### src/inc/pbt_pkg.sv
// Shared constants and types for the parallel BCD time output block.
package pbt_pkg;

    // ------------------------------------------------------------------
    // Widths
    // ------------------------------------------------------------------
    localparam int PAR_W   = 48;
    localparam int TIME_W  = 42;
    localparam int TOD_W   = 30;
    localparam int MS_W    = 12;
    localparam int LINES   = 4;
    localparam int ANA_N   = 2;
    localparam int FUNC_N  = 18;
    localparam int FSEL_W  = 5;

    // ------------------------------------------------------------------
    // Timing
    // ------------------------------------------------------------------
    localparam int CLK_NS       = 100;
    localparam int MS_TICK_US   = 1000;
    localparam int CYC_PER_MS   = (MS_TICK_US * 1000) / CLK_NS;
    localparam int PPS_HIGH_MS  = 10;
    localparam int MAX_LAG_NS   = 300;
    localparam int MAX_LAG_CYC  = (MAX_LAG_NS / CLK_NS) < 1 ? 1 : (MAX_LAG_NS / CLK_NS);

    // ------------------------------------------------------------------
    // Register map and fields
    // ------------------------------------------------------------------
    localparam logic [7:0]  REG_CTRL    = 8'h00;
    localparam logic [7:0]  REG_FSEL    = 8'h04;
    localparam logic [7:0]  REG_ASEL    = 8'h08;
    localparam logic [7:0]  REG_STATUS  = 8'h0C;
    localparam logic [7:0]  REG_TIME_LO = 8'h10;
    localparam logic [7:0]  REG_TIME_HI = 8'h14;
    localparam logic [31:0] CTRL_MASK   = 32'h000001FF;
    localparam logic [31:0] FSEL_MASK   = 32'h000FFFFF;
    localparam logic [31:0] ASEL_MASK   = 32'h00000003;
    localparam logic [31:0] CTRL_RST    = 32'h00000000;
    localparam logic [31:0] FSEL_RST    = 32'h00000000;
    localparam logic [31:0] ASEL_RST    = 32'h00000000;
    localparam int CTRL_MODE_BIT = 0;
    localparam int CTRL_DIG_LSB  = 1;
    localparam int CTRL_ANA_LSB  = 5;
    localparam int CTRL_SER_LSB  = 7;
    localparam int PAR_ANA_LSB   = 42;
    localparam int PAR_LINE_LSB  = 44;

    // ------------------------------------------------------------------
    // Output functions and shared-line use
    // ------------------------------------------------------------------
    localparam logic [FSEL_W-1:0] FN_FIRST = 5'h01;
    localparam logic [FSEL_W-1:0] FN_LAST  = 5'h12;
    localparam int FN_IDX_KPPS = 10;
    localparam int FN_IDX_PPS  = 17;
    localparam logic [LINES-1:0] SER_DIR_OUT = 4'h5;

    typedef enum logic [1:0] {
        PBT_SER_NONE = 2'b00,
        PBT_SER_TWO  = 2'b01,
        PBT_SER_FOUR = 2'b10
    } pbt_ser_e;

endpackage : pbt_pkg

### src/logic/pbt_pin_mux.sv
// One shared connector line: serial, digital function or idle.
`timescale 1ns/1ns
module pbt_pin_mux (
    input  wire logic                       core_clk,
    input  wire logic                       rst_b,
    input  wire logic [pbt_pkg::FSEL_W-1:0] func_sel,
    input  wire logic [pbt_pkg::FUNC_N-1:0] func_vec,
    input  wire logic                       dig_own,
    input  wire logic                       ser_own,
    input  wire logic                       ser_out_dir,
    input  wire logic                       ser_val,
    output logic                            pin_o,
    output logic                            pin_oe
);
    import pbt_pkg::*;

    logic sel_bit;

    // ------------------------------------------------------------------
    // Function pick
    // ------------------------------------------------------------------
    // Codes outside the valid range drive low rather than a stale function.
    always_comb begin
        sel_bit = 1'b0;
        if (func_sel >= FN_FIRST && func_sel <= FN_LAST) begin
            sel_bit = func_vec[5'(func_sel - FN_FIRST)];
        end
    end

    // ------------------------------------------------------------------
    // Line driver
    // ------------------------------------------------------------------
    always_ff @(posedge core_clk) begin
        if (!rst_b) begin
            pin_o  <= 1'b0;
            pin_oe <= 1'b0;
        end else if (ser_own) begin
            pin_oe <= ser_out_dir;
            pin_o  <= ser_out_dir & ser_val;
        end else if (dig_own) begin
            pin_oe <= 1'b1;
            pin_o  <= sel_bit;
        end else begin
            pin_oe <= 1'b0;
            pin_o  <= 1'b0;
        end
    end

endmodule : pbt_pin_mux

### src/logic/pbt_time_out.sv
// Parallel BCD time output, second and kPPS outputs, shared-line allocation.
//
// Behaviour
// - Time-of-year is driven as a parallel BCD word resolving one millisecond.
// - Alternatively a factory-fixed data word of up to 48 bits is driven.
// - A second pulse, high 10 ms, rises with the reference second pulse.
// - A 1 kPPS square wave has rising edges aligned to the reference pulse.
// - Four shared lines act as digital outputs, each picking one of 18 functions.
// - Up to two analog outputs, each picking one of two functions.
// - The shared lines may form a two- or four-line serial port.
// - Any digital output enabled withdraws four bits of the data word.
// - Each analog output occupies one digital line slot.
// - Each analog output removes one data word bit when that word is used.
// - Serial lines are taken from digital, analog and their data word bits.
// - The BCD time bus is 42 bits wide.
// - Time word is UTC or local, following the selected time code base.
// - Millisecond digits read 000 within 300 ns of the second pulse output.
`timescale 1ns/1ns
module pbt_time_out #(
    parameter int unsigned                   P_CYC_PER_MS   = pbt_pkg::CYC_PER_MS,
    parameter logic [pbt_pkg::PAR_W-1:0]     P_FACTORY_WORD = 48'h000000000000
) (
    input  wire logic                        core_clk,
    input  wire logic                        rst_b,
    input  wire logic [7:0]                  wb_adr_i,
    input  wire logic [31:0]                 wb_dat_i,
    input  wire logic [3:0]                  wb_sel_i,
    input  wire logic                        wb_we_i,
    input  wire logic                        wb_cyc_i,
    input  wire logic                        wb_stb_i,
    output logic [31:0]                      wb_dat_o,
    output logic                             wb_ack_o,
    input  wire logic                        reference_second_pulse,
    input  wire logic [pbt_pkg::TOD_W-1:0]   tod_utc,
    input  wire logic [pbt_pkg::TOD_W-1:0]   tod_lcl,
    input  wire logic                        time_base_local,
    input  wire logic [pbt_pkg::FUNC_N-1:0]  aux_func_in,
    input  wire logic                        ser_txd,
    input  wire logic                        ser_rts,
    output logic                             ser_rxd,
    output logic                             ser_cts,
    input  wire logic [pbt_pkg::LINES-1:0]   shr_pin_i,
    output logic [pbt_pkg::LINES-1:0]        shr_pin_o,
    output logic [pbt_pkg::LINES-1:0]        shr_pin_oe,
    output logic [pbt_pkg::ANA_N-1:0]        ana_act,
    output logic [pbt_pkg::ANA_N-1:0]        ana_func,
    output logic [pbt_pkg::PAR_W-1:0]        par_word,
    output logic [pbt_pkg::PAR_W-1:0]        par_oe,
    output logic                             pps_out,
    output logic                             kpps_out
);
    import pbt_pkg::*;

    localparam logic [31:0] CYC_LAST = 32'(P_CYC_PER_MS - 1);
    localparam logic [31:0] CYC_HALF = 32'(P_CYC_PER_MS / 2);
    localparam logic [7:0]  PPS_LAST = 8'(PPS_HIGH_MS - 1);
    localparam int          LAG      = MAX_LAG_CYC;

    // ------------------------------------------------------------------
    // Helpers
    // ------------------------------------------------------------------
    function automatic logic [31:0] wmask(input logic [31:0] old_v,
                                          input logic [31:0] new_v,
                                          input logic [3:0]  sel);
        logic [31:0] r;
        r = old_v;
        for (int b = 0; b < 4; b++) begin
            if (sel[b]) begin
                r[b*8 +: 8] = new_v[b*8 +: 8];
            end
        end
        return r;
    endfunction : wmask

    // Rolls 999 over to 000; the reference pulse reloads it each second.
    function automatic logic [MS_W-1:0] bcd_inc3(input logic [MS_W-1:0] v);
        logic [MS_W-1:0] r;
        r = v;
        if (r[3:0] != 4'h9) begin
            r[3:0] = 4'(r[3:0] + 4'h1);
        end else begin
            r[3:0] = 4'h0;
            if (r[7:4] != 4'h9) begin
                r[7:4] = 4'(r[7:4] + 4'h1);
            end else begin
                r[7:4] = 4'h0;
                r[11:8] = (r[11:8] != 4'h9) ? 4'(r[11:8] + 4'h1) : 4'h0;
            end
        end
        return r;
    endfunction : bcd_inc3

    // ------------------------------------------------------------------
    // Reference pulse synchroniser
    // ------------------------------------------------------------------
    logic [2:0] ref_s_q;
    logic       sec_edge;

    always_ff @(posedge core_clk) begin
        if (!rst_b) begin
            ref_s_q <= 3'h0;
        end else begin
            ref_s_q <= {ref_s_q[1:0], reference_second_pulse};
        end
    end

    assign sec_edge = ref_s_q[1] & ~ref_s_q[2];

    // ------------------------------------------------------------------
    // Millisecond prescaler and kPPS
    // ------------------------------------------------------------------
    logic [31:0] pre_q;
    logic        ms_tick;
    logic        kpps_q;

    assign ms_tick = (pre_q == CYC_LAST) & ~sec_edge;

    // The reference edge restarts the phase so every later tick lines up with it.
    always_ff @(posedge core_clk) begin
        if (!rst_b) begin
            pre_q  <= 32'h00000000;
            kpps_q <= 1'b0;
        end else if (sec_edge || pre_q == CYC_LAST) begin
            pre_q  <= 32'h00000000;
            kpps_q <= 1'b1;
        end else begin
            pre_q <= 32'(pre_q + 32'h00000001);
            if (pre_q == 32'(CYC_HALF - 32'h00000001)) begin
                kpps_q <= 1'b0;
            end
        end
    end

    // ------------------------------------------------------------------
    // Second pulse
    // ------------------------------------------------------------------
    logic       pps_q;
    logic [7:0] pps_ms_q;

    always_ff @(posedge core_clk) begin
        if (!rst_b) begin
            pps_q    <= 1'b0;
            pps_ms_q <= 8'h00;
        end else if (sec_edge) begin
            pps_q    <= 1'b1;
            pps_ms_q <= 8'h00;
        end else if (ms_tick && pps_q) begin
            if (pps_ms_q == PPS_LAST) begin
                pps_q <= 1'b0;
            end
            pps_ms_q <= 8'(pps_ms_q + 8'h01);
        end
    end

    // ------------------------------------------------------------------
    // Time word
    // ------------------------------------------------------------------
    logic [TIME_W-1:0] tw_q;
    logic [TIME_W-1:0] tw_d;

    always_comb begin
        tw_d = tw_q;
        if (sec_edge) begin
            tw_d = {(time_base_local ? tod_lcl : tod_utc), 12'h000};
        end else if (ms_tick) begin
            tw_d = {tw_q[TIME_W-1:MS_W], bcd_inc3(tw_q[MS_W-1:0])};
        end
    end

    // One register holds every digit, so the parallel output never shows a torn word.
    always_ff @(posedge core_clk) begin
        if (!rst_b) begin
            tw_q <= '0;
        end else begin
            tw_q <= tw_d;
        end
    end

    // ------------------------------------------------------------------
    // Registers
    // ------------------------------------------------------------------
    logic [31:0] ctrl_q;
    logic [31:0] fsel_q;
    logic [31:0] asel_q;
    logic        ack_q;
    logic [31:0] rdat_q;
    logic [31:0] rdata;
    logic        wr_en;
    logic        mode_data;
    pbt_ser_e    ser_mode;

    assign wr_en     = wb_cyc_i & wb_stb_i & wb_we_i & ack_q;
    assign mode_data = ctrl_q[CTRL_MODE_BIT];
    assign ser_mode  = pbt_ser_e'(ctrl_q[CTRL_SER_LSB +: 2]);

    always_ff @(posedge core_clk) begin
        if (!rst_b) begin
            ctrl_q <= CTRL_RST;
            fsel_q <= FSEL_RST;
            asel_q <= ASEL_RST;
        end else if (wr_en) begin
            if (wb_adr_i == REG_CTRL) begin
                ctrl_q <= wmask(ctrl_q, wb_dat_i, wb_sel_i) & CTRL_MASK;
            end
            if (wb_adr_i == REG_FSEL) begin
                fsel_q <= wmask(fsel_q, wb_dat_i, wb_sel_i) & FSEL_MASK;
            end
            if (wb_adr_i == REG_ASEL) begin
                asel_q <= wmask(asel_q, wb_dat_i, wb_sel_i) & ASEL_MASK;
            end
        end
    end

    // ------------------------------------------------------------------
    // Shared-line allocation
    // ------------------------------------------------------------------
    logic [LINES-1:0]  ser_own;
    logic [ANA_N-1:0]  ana_own;
    logic [LINES-1:0]  dig_own;
    logic [PAR_W-1:0]  wd;

    always_comb begin
        case (ser_mode)
            PBT_SER_TWO:  ser_own = 4'h3;
            PBT_SER_FOUR: ser_own = 4'hF;
            PBT_SER_NONE: ser_own = 4'h0;
            default:      ser_own = 4'h0;
        endcase
    end

    // Analog output k sits on line k, so serial wins over it and it wins over digital.
    assign ana_own = ctrl_q[CTRL_ANA_LSB +: ANA_N] & ~ser_own[ANA_N-1:0];
    assign dig_own = ctrl_q[CTRL_DIG_LSB +: LINES] & ~ser_own
                     & ~{2'b00, ana_own};

    always_comb begin
        wd = '0;
        if (mode_data) begin
            wd[PAR_LINE_LSB +: LINES] = {LINES{|dig_own}} | ser_own;
            wd[PAR_ANA_LSB +: ANA_N]  = ana_own;
        end
    end

    // ------------------------------------------------------------------
    // Parallel word
    // ------------------------------------------------------------------
    logic [PAR_W-1:0] par_q;
    logic [PAR_W-1:0] par_oe_q;

    always_ff @(posedge core_clk) begin
        if (!rst_b) begin
            par_q    <= '0;
            par_oe_q <= '0;
        end else if (mode_data) begin
            par_q    <= P_FACTORY_WORD & ~wd;
            par_oe_q <= ~wd;
        end else begin
            par_q    <= {6'h00, tw_d};
            par_oe_q <= {6'h00, {TIME_W{1'b1}}};
        end
    end

    // ------------------------------------------------------------------
    // Shared lines and serial port
    // ------------------------------------------------------------------
    logic [LINES-1:0]  pin_s1_q;
    logic [LINES-1:0]  pin_s2_q;
    logic [FUNC_N-1:0] func_vec;
    logic [LINES-1:0]  ser_val;
    logic [ANA_N-1:0]  ana_act_q;

    always_ff @(posedge core_clk) begin
        if (!rst_b) begin
            pin_s1_q  <= 4'hF;
            pin_s2_q  <= 4'hF;
            ana_act_q <= 2'h0;
        end else begin
            pin_s1_q  <= shr_pin_i;
            pin_s2_q  <= pin_s1_q;
            ana_act_q <= ana_own;
        end
    end

    always_comb begin
        func_vec              = aux_func_in;
        func_vec[FN_IDX_KPPS] = kpps_q;
        func_vec[FN_IDX_PPS]  = pps_q;
    end

    assign ser_val = {1'b0, ser_rts, 1'b0, ser_txd};

    for (genvar i = 0; i < LINES; i++) begin : g_line
        pbt_pin_mux u_mux (
            .core_clk    (core_clk),
            .rst_b       (rst_b),
            .func_sel    (fsel_q[i*FSEL_W +: FSEL_W]),
            .func_vec    (func_vec),
            .dig_own     (dig_own[i]),
            .ser_own     (ser_own[i]),
            .ser_out_dir (SER_DIR_OUT[i]),
            .ser_val     (ser_val[i]),
            .pin_o       (shr_pin_o[i]),
            .pin_oe      (shr_pin_oe[i])
        );
    end

    // Unowned receive lines read as idle mark so the serial port sees no noise.
    assign ser_rxd = ser_own[1] ? pin_s2_q[1] : 1'b1;
    assign ser_cts = ser_own[3] ? pin_s2_q[3] : 1'b1;

    // ------------------------------------------------------------------
    // Bus read and acknowledge
    // ------------------------------------------------------------------
    always_comb begin
        case (wb_adr_i)
            REG_CTRL:    rdata = ctrl_q;
            REG_FSEL:    rdata = fsel_q;
            REG_ASEL:    rdata = asel_q;
            REG_STATUS:  rdata = {20'h00000, kpps_q, pps_q, ser_own, ana_own, dig_own};
            REG_TIME_LO: rdata = tw_q[31:0];
            REG_TIME_HI: rdata = {22'h000000, tw_q[TIME_W-1:32]};
            default:     rdata = 32'h00000000;
        endcase
    end

    always_ff @(posedge core_clk) begin
        if (!rst_b) begin
            ack_q  <= 1'b0;
            rdat_q <= 32'h00000000;
        end else begin
            ack_q <= wb_cyc_i & wb_stb_i & ~ack_q;
            if (wb_cyc_i && wb_stb_i && !ack_q) begin
                rdat_q <= rdata;
            end
        end
    end

    assign wb_ack_o = ack_q;
    assign wb_dat_o = rdat_q;
    assign par_word = par_q;
    assign par_oe   = par_oe_q;
    assign pps_out  = pps_q;
    assign kpps_out = kpps_q;
    assign ana_act  = ana_act_q;
    assign ana_func = asel_q[ANA_N-1:0];

    // ------------------------------------------------------------------
    // Checks
    // ------------------------------------------------------------------
    logic [31:0] hi_cnt_q;

    always_ff @(posedge core_clk) begin
        if (!rst_b || !pps_q || sec_edge) begin
            hi_cnt_q <= 32'h00000000;
        end else begin
            hi_cnt_q <= 32'(hi_cnt_q + 32'h00000001);
        end
    end
endmodule : pbt_time_out

### config.mk
export PLATFORM = sky130hd
export DESIGN_NAME = pbt_time_out
export DESIGN_NICKNAME = d
export VERILOG_FILES = /design/src/inc/pbt_pkg.sv /design/src/logic/pbt_pin_mux.sv /design/src/logic/pbt_time_out.sv
export SDC_FILE = /design/constraint.sdc
export NUM_CORES = 1
export LEC_CHECK = 0
export BUFFER_PORTS_ARGS = -buffer_cell sky130_fd_sc_hd__buf_4
export CAP_MARGIN = 20
export CORE_ASPECT_RATIO = 0.5
export CORE_UTILIZATION = 50
export CTS_CLUSTER_DIAMETER = 80
export DETAILED_ROUTE_END_ITERATION = 7
export GPL_ROUTABILITY_DRIVEN = 1
export GPL_TIMING_DRIVEN = 0
export PLACE_DENSITY = 0.89
export SLEW_MARGIN = 40
export SYNTH_ARGS = -nofsm -noshare
export SYNTH_HDL_FRONTEND = slang
export SYNTH_SLANG_ARGS = --single-unit
### constraint.sdc
create_clock -name core_clk -period 3.3 [get_ports core_clk]
set_input_delay 0.66 -clock core_clk [delete_from_list [all_inputs] [get_ports core_clk]]
set_output_delay 0.66 -clock core_clk [all_outputs]
set_load 0.02 [all_outputs]
==> flow_metrics.py, run 1 <==
metrics = {
    "placement": {
        "dp_slack_ns": 0.138,
        "globalplace.congestion": 0.925,
        "place_hpwl_um": 23000,
        "port_buffers": 253,
    },
    "sta": {
        "finalCritPeriodShare": 0.822,
        "max_clock_freq_mhz": 369,
        "setup_violations": 0,
        "maxSlewHeadroom": 0.438,
        "rsz0062_at_grt": "no",
        "hold_violations": 0,
        "fin_crit_ns": 2.71,
        "setup_slack_ns": 0.588,
        "fin_worst_skew_ns": 0.00976,
        "setup_tns_ns": 0,
        "worstMarginPinSlew_ns": 0.843,
        "drv_slew": 0,
    },
    "setup_path": {
        "cp_max_fo": 10,
        "cpPeakStageDelay_ns": 0.54,
        "cp-start-kind": "flop",
        "rr_startpoint": "fsel_q[0]$_SDFFE_PN0P_",
        "startpoint": "fsel_q[0]$_SDFFE_PN0P_",
        "end_kind": "flop",
        "crit_path_cell_trace": "clkbuf_1 -> inv_1 -> ha_1 -> mux4_2 -> a22oi_1 -> o221ai_1 -> o32a_1",
        "crit_type": "reg -> reg",
        "required_ns": 3.68,
        "critPathSlowestCell": "mux4_2",
        "arrival_ns": 3.10,
    },
    "floorplan": {
        "core_area_um2": 19700,
        "die-area_um2": 21000,
        "fp.dieH_um": 103,
        "rows": 36,
        "die_x_um": 204,
        "ios": 280,
        "start_util": 0.517,
    },
    "logic_synthesis": {
        "synth-simple-area-share": 0.223,
        "netlist.area_leader.share": 0.416,
        "ys_ff_latch": 212,
        "synth_xor_xnor_area_share": 0.0344,
        "synthMuxAreaShare": 0.123,
        "yosysSeqAreaShare": 0.416,
        "synth_edf_count": 0,
        "synth_top_family_by_area": "simple AND/OR/NAND/NOR gates",
        "synth_top_area_cell": "dfxtp_1",
        "synthesis.area_um2": 10200,
        "synth-compound-area-share": 0.105,
        "synth_fa_ha_area_frac": 0.0221,
        "netlist_instances": 1129,
        "async_flop_share": 0,
        "syn_avg_cell_area_um2": 9.03,
        "yosysWarnings": 0,
        "yosysUniqueCellTypes": 66,
        "yosys-top-cells-area": "dfxtp_1 42%, mux2i_1 7.6%, buf_4 4.2%",
        "yosys_most_used_dff": "dfxtp_1",
    },
    "grt": {
        "antenna_found_initial": 0,
        "grt_pass1_wl_um": 47100,
        "gr-total-overflow": 0,
        "grt_max_degree": 43,
        "grt.total_usage": 0.284,
        "first_global_vias": 9224,
    },
    "clock_network": {
        "clockRootBuffer": "clkbuf_16",
        "hold_buffers": 0,
        "cts.sinks": 212,
        "worstSkewPairLatency_ns": 0.50,
        "clockBufferDepth": 3,
        "post_cts_resized": 0,
        "htree_levels": 1,
        "clkTransAtPathRegs_ns": 0.07,
        "post_cts_buffers": 0,
        "cts_tree": "built",
        "cts_buffers": 20,
    },
    "route": {
        "wl_um": 31000,
        "via_per_inst": 5.74,
        "post_drt_wl_per_cell_um": 18.4,
        "drc": 0,
        "ant_nets": 0,
        "via_count": 9687,
        "dr.pass1.iters": 6,
        "initialDrtViolationCount": 798,
    },
    "layout": {
        "syn_to_final_growth_pct": 29.4,
        "post-route-util": 0.668,
        "layout-drive-gt1-share": 0.275,
        "fillCellCount": 1471,
        "diodes": 0,
        "final_nets": 1562,
    },
    "worst_hold_path": {
        "hold_start": "reference_second_pulse",
        "hold_class": "in -> reg",
    },
    "power_and_ir_drop": {
        "power_density_nw_per_um2": 432,
        "ir_drop_uv": 282,
        "leakagePower_nw": 5.36,
        "p_total_w": 0.00570,
    },
    "flow_run": {
        "drv_cap": 0,
    },
    "run_status": {
        "status": "finished, final reports clean",
    },
}
final timing paths:
kind	end	slack, ns	depth (start not counted)
setup / recovery	g_line[0].u_mux.pin_o$_SDFF_PN0_	0.59	7
hold / removal	ref_s_q[0]$_SDFF_PN0_	0.36	2
setup reg to reg	g_line[0].u_mux.pin_o$_SDFF_PN0_	0.59	7
hold reg to reg	pin_s2_q[3]$_SDFF_PN1_	0.41	1
layer usage:
layer	share of wire	GRT usage
met4	0.043	0.129
met3	0.084	0.0446
met1	0.38	0.347
met2	0.49	0.501
met5	0	0
cell usage in the layout, fill, tap and decap left out, types with 15 or more instances in the layout:
master and n:
inv_1 24, xor2_1 18, and2_1 47, xnor2_1 22, mux4_2 18, clkbuf_1 54, a21oi_1 40, mux2i_1 77
buf_4 310, o21ai_0 62, nor3_1 16, nor2_1 108, dfxtp_1 211, nor4_1 15, clkbuf_16 21, ha_1 18
nand4_1 18, nand3_1 35, nand2_1 111
layout make-up:
class	count	area, um2	share of cell area
Multi-Input combinational cell	779	5210	0.395
Clock inverter	6	133	0.0101
Timing Repair Buffer	253	1900	0.144
Tap cell	266	333	0.0252
Clock buffer	29	596	0.0452
Sequential cell	212	4250	0.322
Buffer	119	681	0.0516
Inverter	24	90.1	0.00683
state kept, by name, summed over array words and instances (netlist names):
signal,flops
par_word,42
tw_q,42
pre_q,32
wb_dat_o,32
fsel_q,20
ctrl_q,9
pps_ms_q,8
par_oe,5
g_line.u_mux.pin_o,4
g_line.u_mux.pin_oe,4
ref_s_q,3
ana_act,2
asel_q,2
pin_s1_q,2
pin_s2_q,2
kpps_out,1
pps_out,1
wb_ack_o,1
power breakdown:
group	total, W	switching [W]	internal, W
Clock	0.00257	0.00100	0.00157
Combinational	0.000502	0.000260	0.000242
Sequential	0.00263	0.0000327	0.00260
through the flow:
step	std cells	hold WS [ns]	cell area, um2
floorplan	1134	0.386	10200
global placement	1653	0.395	12400
detailed placement	1653	0.397	12500
CTS	1688	0.354	13200
global route	1688	0.360	13200
finish	1688	0.364	13200
critical path: cells and delay by family, from the launching register on:
family	cells	cell delay [ns]
adders and majority gates	1	0.47
buffers and inverters	2	0.65
AOI/OAI and AO/OA	3	0.60
DFF	1	0.33
muxes	1	0.54
cells in the mapped netlist, drive strengths merged, types with 19 or more instances:
master / number
nor2: 108
nor4: 19
nand2: 111
a21oi: 40
nand3: 36
xnor2: 22
clkbuf: 50
o21ai: 62
inv: 24
mux2i: 77
and2: 47
buf: 69
dfxtp: 212
logic make-up (layout without fill, tap and decap cells):
| group | after synthesis | in the layout |
|---|---|---|
| simple gates | 442 | 442 |
| xor+xnor | 40 | 40 |
| mux | 102 | 102 |
| buf+inv | 143 | 431 |
| other cells | 1 | 6 |
| fa+ha+maj | 18 | 18 |
| flops | 212 | 212 |
| compound gates | 171 | 171 |
Note: power is estimated with default switching activity, not from simulation.
==> run 2, diff against run 1 <==
==> constraint.sdc (replaced) <==
create_clock -name core_clk -period 2.7 [get_ports core_clk]
set_input_delay 0.54 -clock core_clk [delete_from_list [all_inputs] [get_ports core_clk]]
set_output_delay 0.54 -clock core_clk [all_outputs]
set_load 0.02 [all_outputs]
==> flow_metrics.py, run 2 (synthesis gave the netlist of run 1 again) <==
metrics = {
    "route": {
        "dr.pass1.iters": 5,
        "via_count": 9620,
        "wl_um": 31100,
        "drc": 0,
        "post_drt_wl_per_cell_um": 18.4,
        "ant_nets": 0,
        "initialDrtViolationCount": 816,
        "via_per_inst": 5.68,
    },
    "layout": {
        "diodes": 0,
        "final_area_um2": 13300,
        "layout-drive-gt1-share": 0.285,
        "final_cell_mix": "317 x buf_4, 211 x dfxtp_1, 111 x nand2_1",
        "syn_to_final_growth_pct": 30.2,
        "final_common_cell": "buf_4",
        "post-route-util": 0.673,
        "final_nets": 1569,
    },
    "worst_hold_path": {
        "hold_depth": 2,
        "worstHoldEndpoint": "ref_s_q[0]$_SDFF_PN0_",
        "hold_class": "in -> reg",
        "hold_start": "reference_second_pulse",
    },
    "clock_network": {
        "cts_tree": "built",
        "cts_buffers": 20,
        "clkTransAtPathRegs_ns": 0.07,
        "worstSkewPairLatency_ns": 0.50,
        "clockRootBuffer": "clkbuf_16",
        "htree_levels": 1,
        "hold_buffers": 0,
        "clockBufferDepth": 3,
        "cts.sinks": 212,
    },
    "floorplan": {
        "die-area_um2": 21000,
        "fp.dieH_um": 103,
        "core_area_um2": 19700,
        "start_util": 0.517,
        "ios": 280,
        "die_x_um": 204,
        "rows": 36,
    },
    "setup_path": {
        "startpoint": "pre_q[0]$_SDFF_PP0_",
        "crit_type": "reg -> reg",
        "rr_startpoint": "pre_q[0]$_SDFF_PP0_",
        "r2r_setup_slack_ns": 0.10,
        "rr_endpoint": "pps_ms_q[6]$_SDFFE_PP0P_",
        "arrival_ns": 3.02,
        "cp_max_fo": 10,
        "rr_worst_depth": 8,
        "cp-start-kind": "flop",
        "required_ns": 3.12,
        "end_kind": "flop",
    },
    "placement": {
        "globalplace.congestion": 0.925,
        "placed_cell_area_um2": 12500,
        "port_buffers": 253,
        "place_hpwl_um": 23000,
    },
    "power_and_ir_drop": {
        "p_total_w": 0.00697,
        "power_density_nw_per_um2": 525,
        "leakagePower_nw": 5.41,
        "ir_drop_uv": 348,
    },
    "sta": {
        "fin_crit_ns": 2.60,
        "worstMarginPinSlew_ns": 0.855,
        "rsz0062_at_grt": "no",
        "setup_violations": 0,
        "finalCritPeriodShare": 0.963,
        "fin_worst_skew_ns": 0.00816,
        "drv_slew": 0,
        "hold_violations": 0,
        "maxSlewHeadroom": 0.430,
        "max_clock_freq_mhz": 385,
    },
    "grt": {
        "grt.total_usage": 0.284,
        "first_global_vias": 9224,
        "grt_pass1_wl_um": 47100,
        "grt_max_degree": 43,
        "gr-total-overflow": 0,
        "antenna_found_initial": 0,
    },
    "flow_run": {
        "drv_cap": 0,
    },
    "run_status": {
        "status": "finished, final reports clean",
    },
}
[run 2: cell types whose count changed in the layout (fill, tap and decap cells not counted)]
cell / before / now
buf_4: 310 / 317
clkbuf_2: 0 / 7
clkbuf_1: 54 / 48
buf_1: 6 / 5
ha_1: 18 / 17
ha_4: 0 / 1
nor4bb_1: 2 / 1
nor4bb_2: 0 / 1
[run 2: metal layers]
| layer | GRT usage | vias up | part of all wire |
|---|---|---|---|
| met5 | 0 | - | 0 |
| met4 | 0.129 | 0 | 0.046 |
| met3 | 0.0446 | 116 | 0.076 |
| met2 | 0.501 | 430 | 0.49 |
| met1 | 0.347 | 4599 | 0.39 |
| li1 | - | 4475 | - |
[run 2: repair_timing]
action / 4_1_cts / 5_1_grt
pin swaps: 0 / 2
endpoints found under the setup margin: 6 / 44
resized for setup: 1 / 16
setup buffers: 0 / 7
[run 2: stage by stage]
stage	cells	setup WS (ns)	hold slack (ns)	TNS, ns
after floorplan	1134	0.173	0.386	0
after global placement	1653	-0.260	0.395	-6.97
after detailed placement	1653	-0.342	0.397	-8.41
after CTS	1688	0.00795	0.234	0
after global routing	1695	0.00519	0.240	0
final	1695	0.101	0.243	0
[run 2: power by group]
| part | internal [W] | switching (W) | leakage (nW) | total [W] |
|---|---|---|---|---|
| Sequential | 0.00317 | 0.0000412 | 1.71 | 0.00321 |
| Combinational | 0.000297 | 0.000318 | 3.35 | 0.000616 |
| Clock | 0.00191 | 0.00123 | 0.353 | 0.00314 |
| Total | 0.00538 | 0.00159 | 5.41 | 0.00697 |
[run 2: worst max path at each step]
stage,endpoint,slack [ns],cells after the start
floorplan,ctrl_q[1]$_SDFFE_PN0P_,0.17,6
detailed placement,wb_dat_o[25]$_SDFFE_PN0P_,-0.34,9
finish,pps_ms_q[6]$_SDFFE_PP0P_,0.10,8
global placement,wb_dat_o[7]$_SDFFE_PN0P_,-0.26,7
CTS,g_line[0].u_mux.pin_o$_SDFF_PN0_,0.008,7
global route,g_line[1].u_mux.pin_o$_SDFF_PP0_,0.005,8
[run 2: cell type report]
class                   instances  area, um2
plain buffers                 119        689
clock buffers                  29        596
clock inverters                 6        133
fillers                      1464       6460
inverters                      24       90.1
multi-input cells             779       5230
flip-flops and latches        212       4250
well taps                     266        333
repair buffers                260       1950
[run 2: critical path, stage by stage, from the launching register on]
cell,delay [ns]
dfxtp_1,0.42
ha_4,0.19
nand3_2,0.11
or4_4,0.51
buf_6,0.16
or3_4,0.33
buf_6,0.15
or4_1,0.50
a21oi_1,0.16
==> run 3, diff against run 2 <==
--- a/config.mk
+++ b/config.mk
@@ -7,13 +7,15 @@
 export LEC_CHECK = 0
 export BUFFER_PORTS_ARGS = -buffer_cell sky130_fd_sc_hd__buf_4
 export CAP_MARGIN = 20
+export CELL_PAD_IN_SITES_DETAIL_PLACEMENT = 1
+export CELL_PAD_IN_SITES_GLOBAL_PLACEMENT = 1
 export CORE_ASPECT_RATIO = 0.5
-export CORE_UTILIZATION = 50
+export CORE_UTILIZATION = 39
 export CTS_CLUSTER_DIAMETER = 80
 export DETAILED_ROUTE_END_ITERATION = 7
 export GPL_ROUTABILITY_DRIVEN = 1
 export GPL_TIMING_DRIVEN = 0
-export PLACE_DENSITY = 0.89
+export PLACE_DENSITY = 0.92
 export SLEW_MARGIN = 40
 export SYNTH_ARGS = -nofsm -noshare
 export SYNTH_HDL_FRONTEND = slang
==> flow_metrics.py, run 3 (synthesis gave the netlist of run 1 again) <==
metrics = {
    "placement": {
        "port_buffers": 253,
        "place_hpwl_um": 28100,
        "placed_cell_area_um2": 12600,
        "globalplace.congestion": 0.931,
        "dp_slack_ns": -0.373,
    },
    "floorplan": {
        "rows": 41,
        "die_x_um": 231,
        "start_util": 0.401,
        "die-area_um2": 26800,
        "fp.dieH_um": 116,
        "core_area_um2": 25400,
        "ios": 280,
    },
    "layout": {
        "layout-drive-gt1-share": 0.289,
        "final_cell_mix": "314 x buf_4, 210 x dfxtp_1, 111 x nand2_1",
        "seq_area_um2": 4250,
        "syn_to_final_growth_pct": 31.5,
        "fillCellCount": 3033,
        "final_nets": 1567,
        "final_area_um2": 13400,
        "multi_input_area_um2": 5250,
        "final_common_cell": "buf_4",
    },
    "sta": {
        "whs_ns": 0.225,
        "setup_violations": 0,
        "maxSlewHeadroom": 0.433,
        "fin_worst_skew_ns": 0.0168,
        "setup_slack_ns": 0.0380,
        "drv_slew": 0,
        "max_clock_freq_mhz": 376,
        "fin_crit_ns": 2.66,
        "rsz0062_at_grt": "no",
        "finalCritPeriodShare": 0.986,
        "worstMarginPinSlew_ns": 0.851,
        "hold_violations": 0,
    },
    "power_and_ir_drop": {
        "p_total_w": 0.00715,
        "pwr-share-comb": 0.089,
        "switching_power_w": 0.00169,
        "power.share.sequential": 0.450,
        "ir_drop_uv": 257,
        "p_sw_frac": 0.237,
        "clkPwrFrac": 0.461,
        "leakagePower_nw": 5.44,
        "power_density_nw_per_um2": 534,
        "p_int_w": 0.00546,
    },
    "clock_network": {
        "clockRootBuffer": "clkbuf_16",
        "cts_buffers": 21,
        "clockBufferDepth": 3,
        "cts_tree": "built",
        "cts.sinks": 212,
        "clkTransAtPathRegs_ns": 0.07,
        "htree_levels": 1,
        "worstSkewPairLatency_ns": 0.51,
    },
    "setup_path": {
        "arrival_ns": 3.03,
        "required_ns": 3.07,
        "end_kind": "flop",
        "crit_type": "in -> reg",
        "cp-start-kind": "input pin",
        "cp_max_fo": 8,
    },
    "route": {
        "post_drt_wl_per_cell_um": 21.4,
        "dr.pass1.iters": 6,
        "via_per_inst": 5.55,
        "wl_um": 37900,
        "initialDrtViolationCount": 737,
        "drc": 0,
        "via_count": 9826,
        "ant_nets": 0,
    },
    "grt": {
        "gr-total-overflow": 0,
        "antenna_found_initial": 0,
        "grt_max_degree": 43,
        "grt_pass1_wl_um": 57000,
        "grt.total_usage": 0.271,
        "first_global_vias": 10355,
    },
    "flow_run": {
        "drv_cap": 0,
    },
    "run_status": {
        "status": "finished, final reports clean",
    },
    "worst_hold_path": {
        "hold_class": "in -> reg",
    },
}
[run 3: cell type report]
class,count,area share
Sequential cell,212,0.317
Tap cell,344,0.0321
Antenna cell,1,0.000187
Clock buffer,24,0.0423
Clock inverter,12,0.0145
Inverter,24,0.00672
Multi-Input combinational cell,779,0.392
Timing Repair Buffer,257,0.144
Buffer,119,0.0514
[run 3: routing by layer]
layer	global-route usage	wire [um]	share of wire
met1	0.306	14500	0.38
met4	0.136	1790	0.047
met2	0.513	19700	0.52
met5	0	0	0
met3	0.0322	1900	0.050
[run 3: what timing repair did]
action                     CTS  global route
pin swaps                    1             1
hold endpoints to repair     0             0
resized for setup            6            10
cloned                       0             0
hold buffers                 0             0
setup buffers                2             2
setup endpoints to repair   35            27
[run 3: through the flow]
| step | cells | TNS (ns) | utilization |
|---|---|---|---|
| 2_1_floorplan | 1134 | 0 | - |
| 3_3_place_gp | 1731 | -11.98 | 0.493 |
| 3_5_place_dp | 1731 | -12.98 | 0.493 |
| 4_1_cts | 1769 | 0 | 0.524 |
| 5_1_grt | 1771 | 0 | 0.527 |
| 6_report | 1772 | 0 | 0.527 |
[run 3: critical path, cell delays in order]
cell and delay [ns]:
buf_4 0.11, or4_1 0.59, clkbuf_1 0.28, or3_1 0.46
nor4_4 0.70, mux2i_1 0.28, nor2_1 0.06
[run 3: worst paths after layout]
| path | endpoint | depth (start not counted) | start | slack (ns) |
|---|---|---|---|---|
| worst max-delay path | ctrl_q[4]$_SDFFE_PN0P_ | 7 | wb_adr_i[0] | 0.04 |
| worst max register to register | g_line[2].u_mux.pin_o$_SDFF_PN0_ | 8 | fsel_q[10]$_SDFFE_PN0P_ | 0.06 |
| worst min register to register | ref_s_q[1]$_SDFF_PN0_ | 1 | ref_s_q[0]$_SDFF_PN0_ | 0.46 |
| worst min-delay path | par_oe[40]$_SDFF_PN0_ | 1 | rst_b | 0.23 |
[run 3: power groups by stage]
stage	registers (W)	clock network (W)	logic (W)
after floorplan	0.00329	0	0.000276
after global placement	0.00328	0	0.000602
after detailed placement	0.00328	0	0.000623
after CTS	0.00321	0.00331	0.000632
after global routing	0.00322	0.00346	0.000673
final	0.00322	0.00329	0.000639
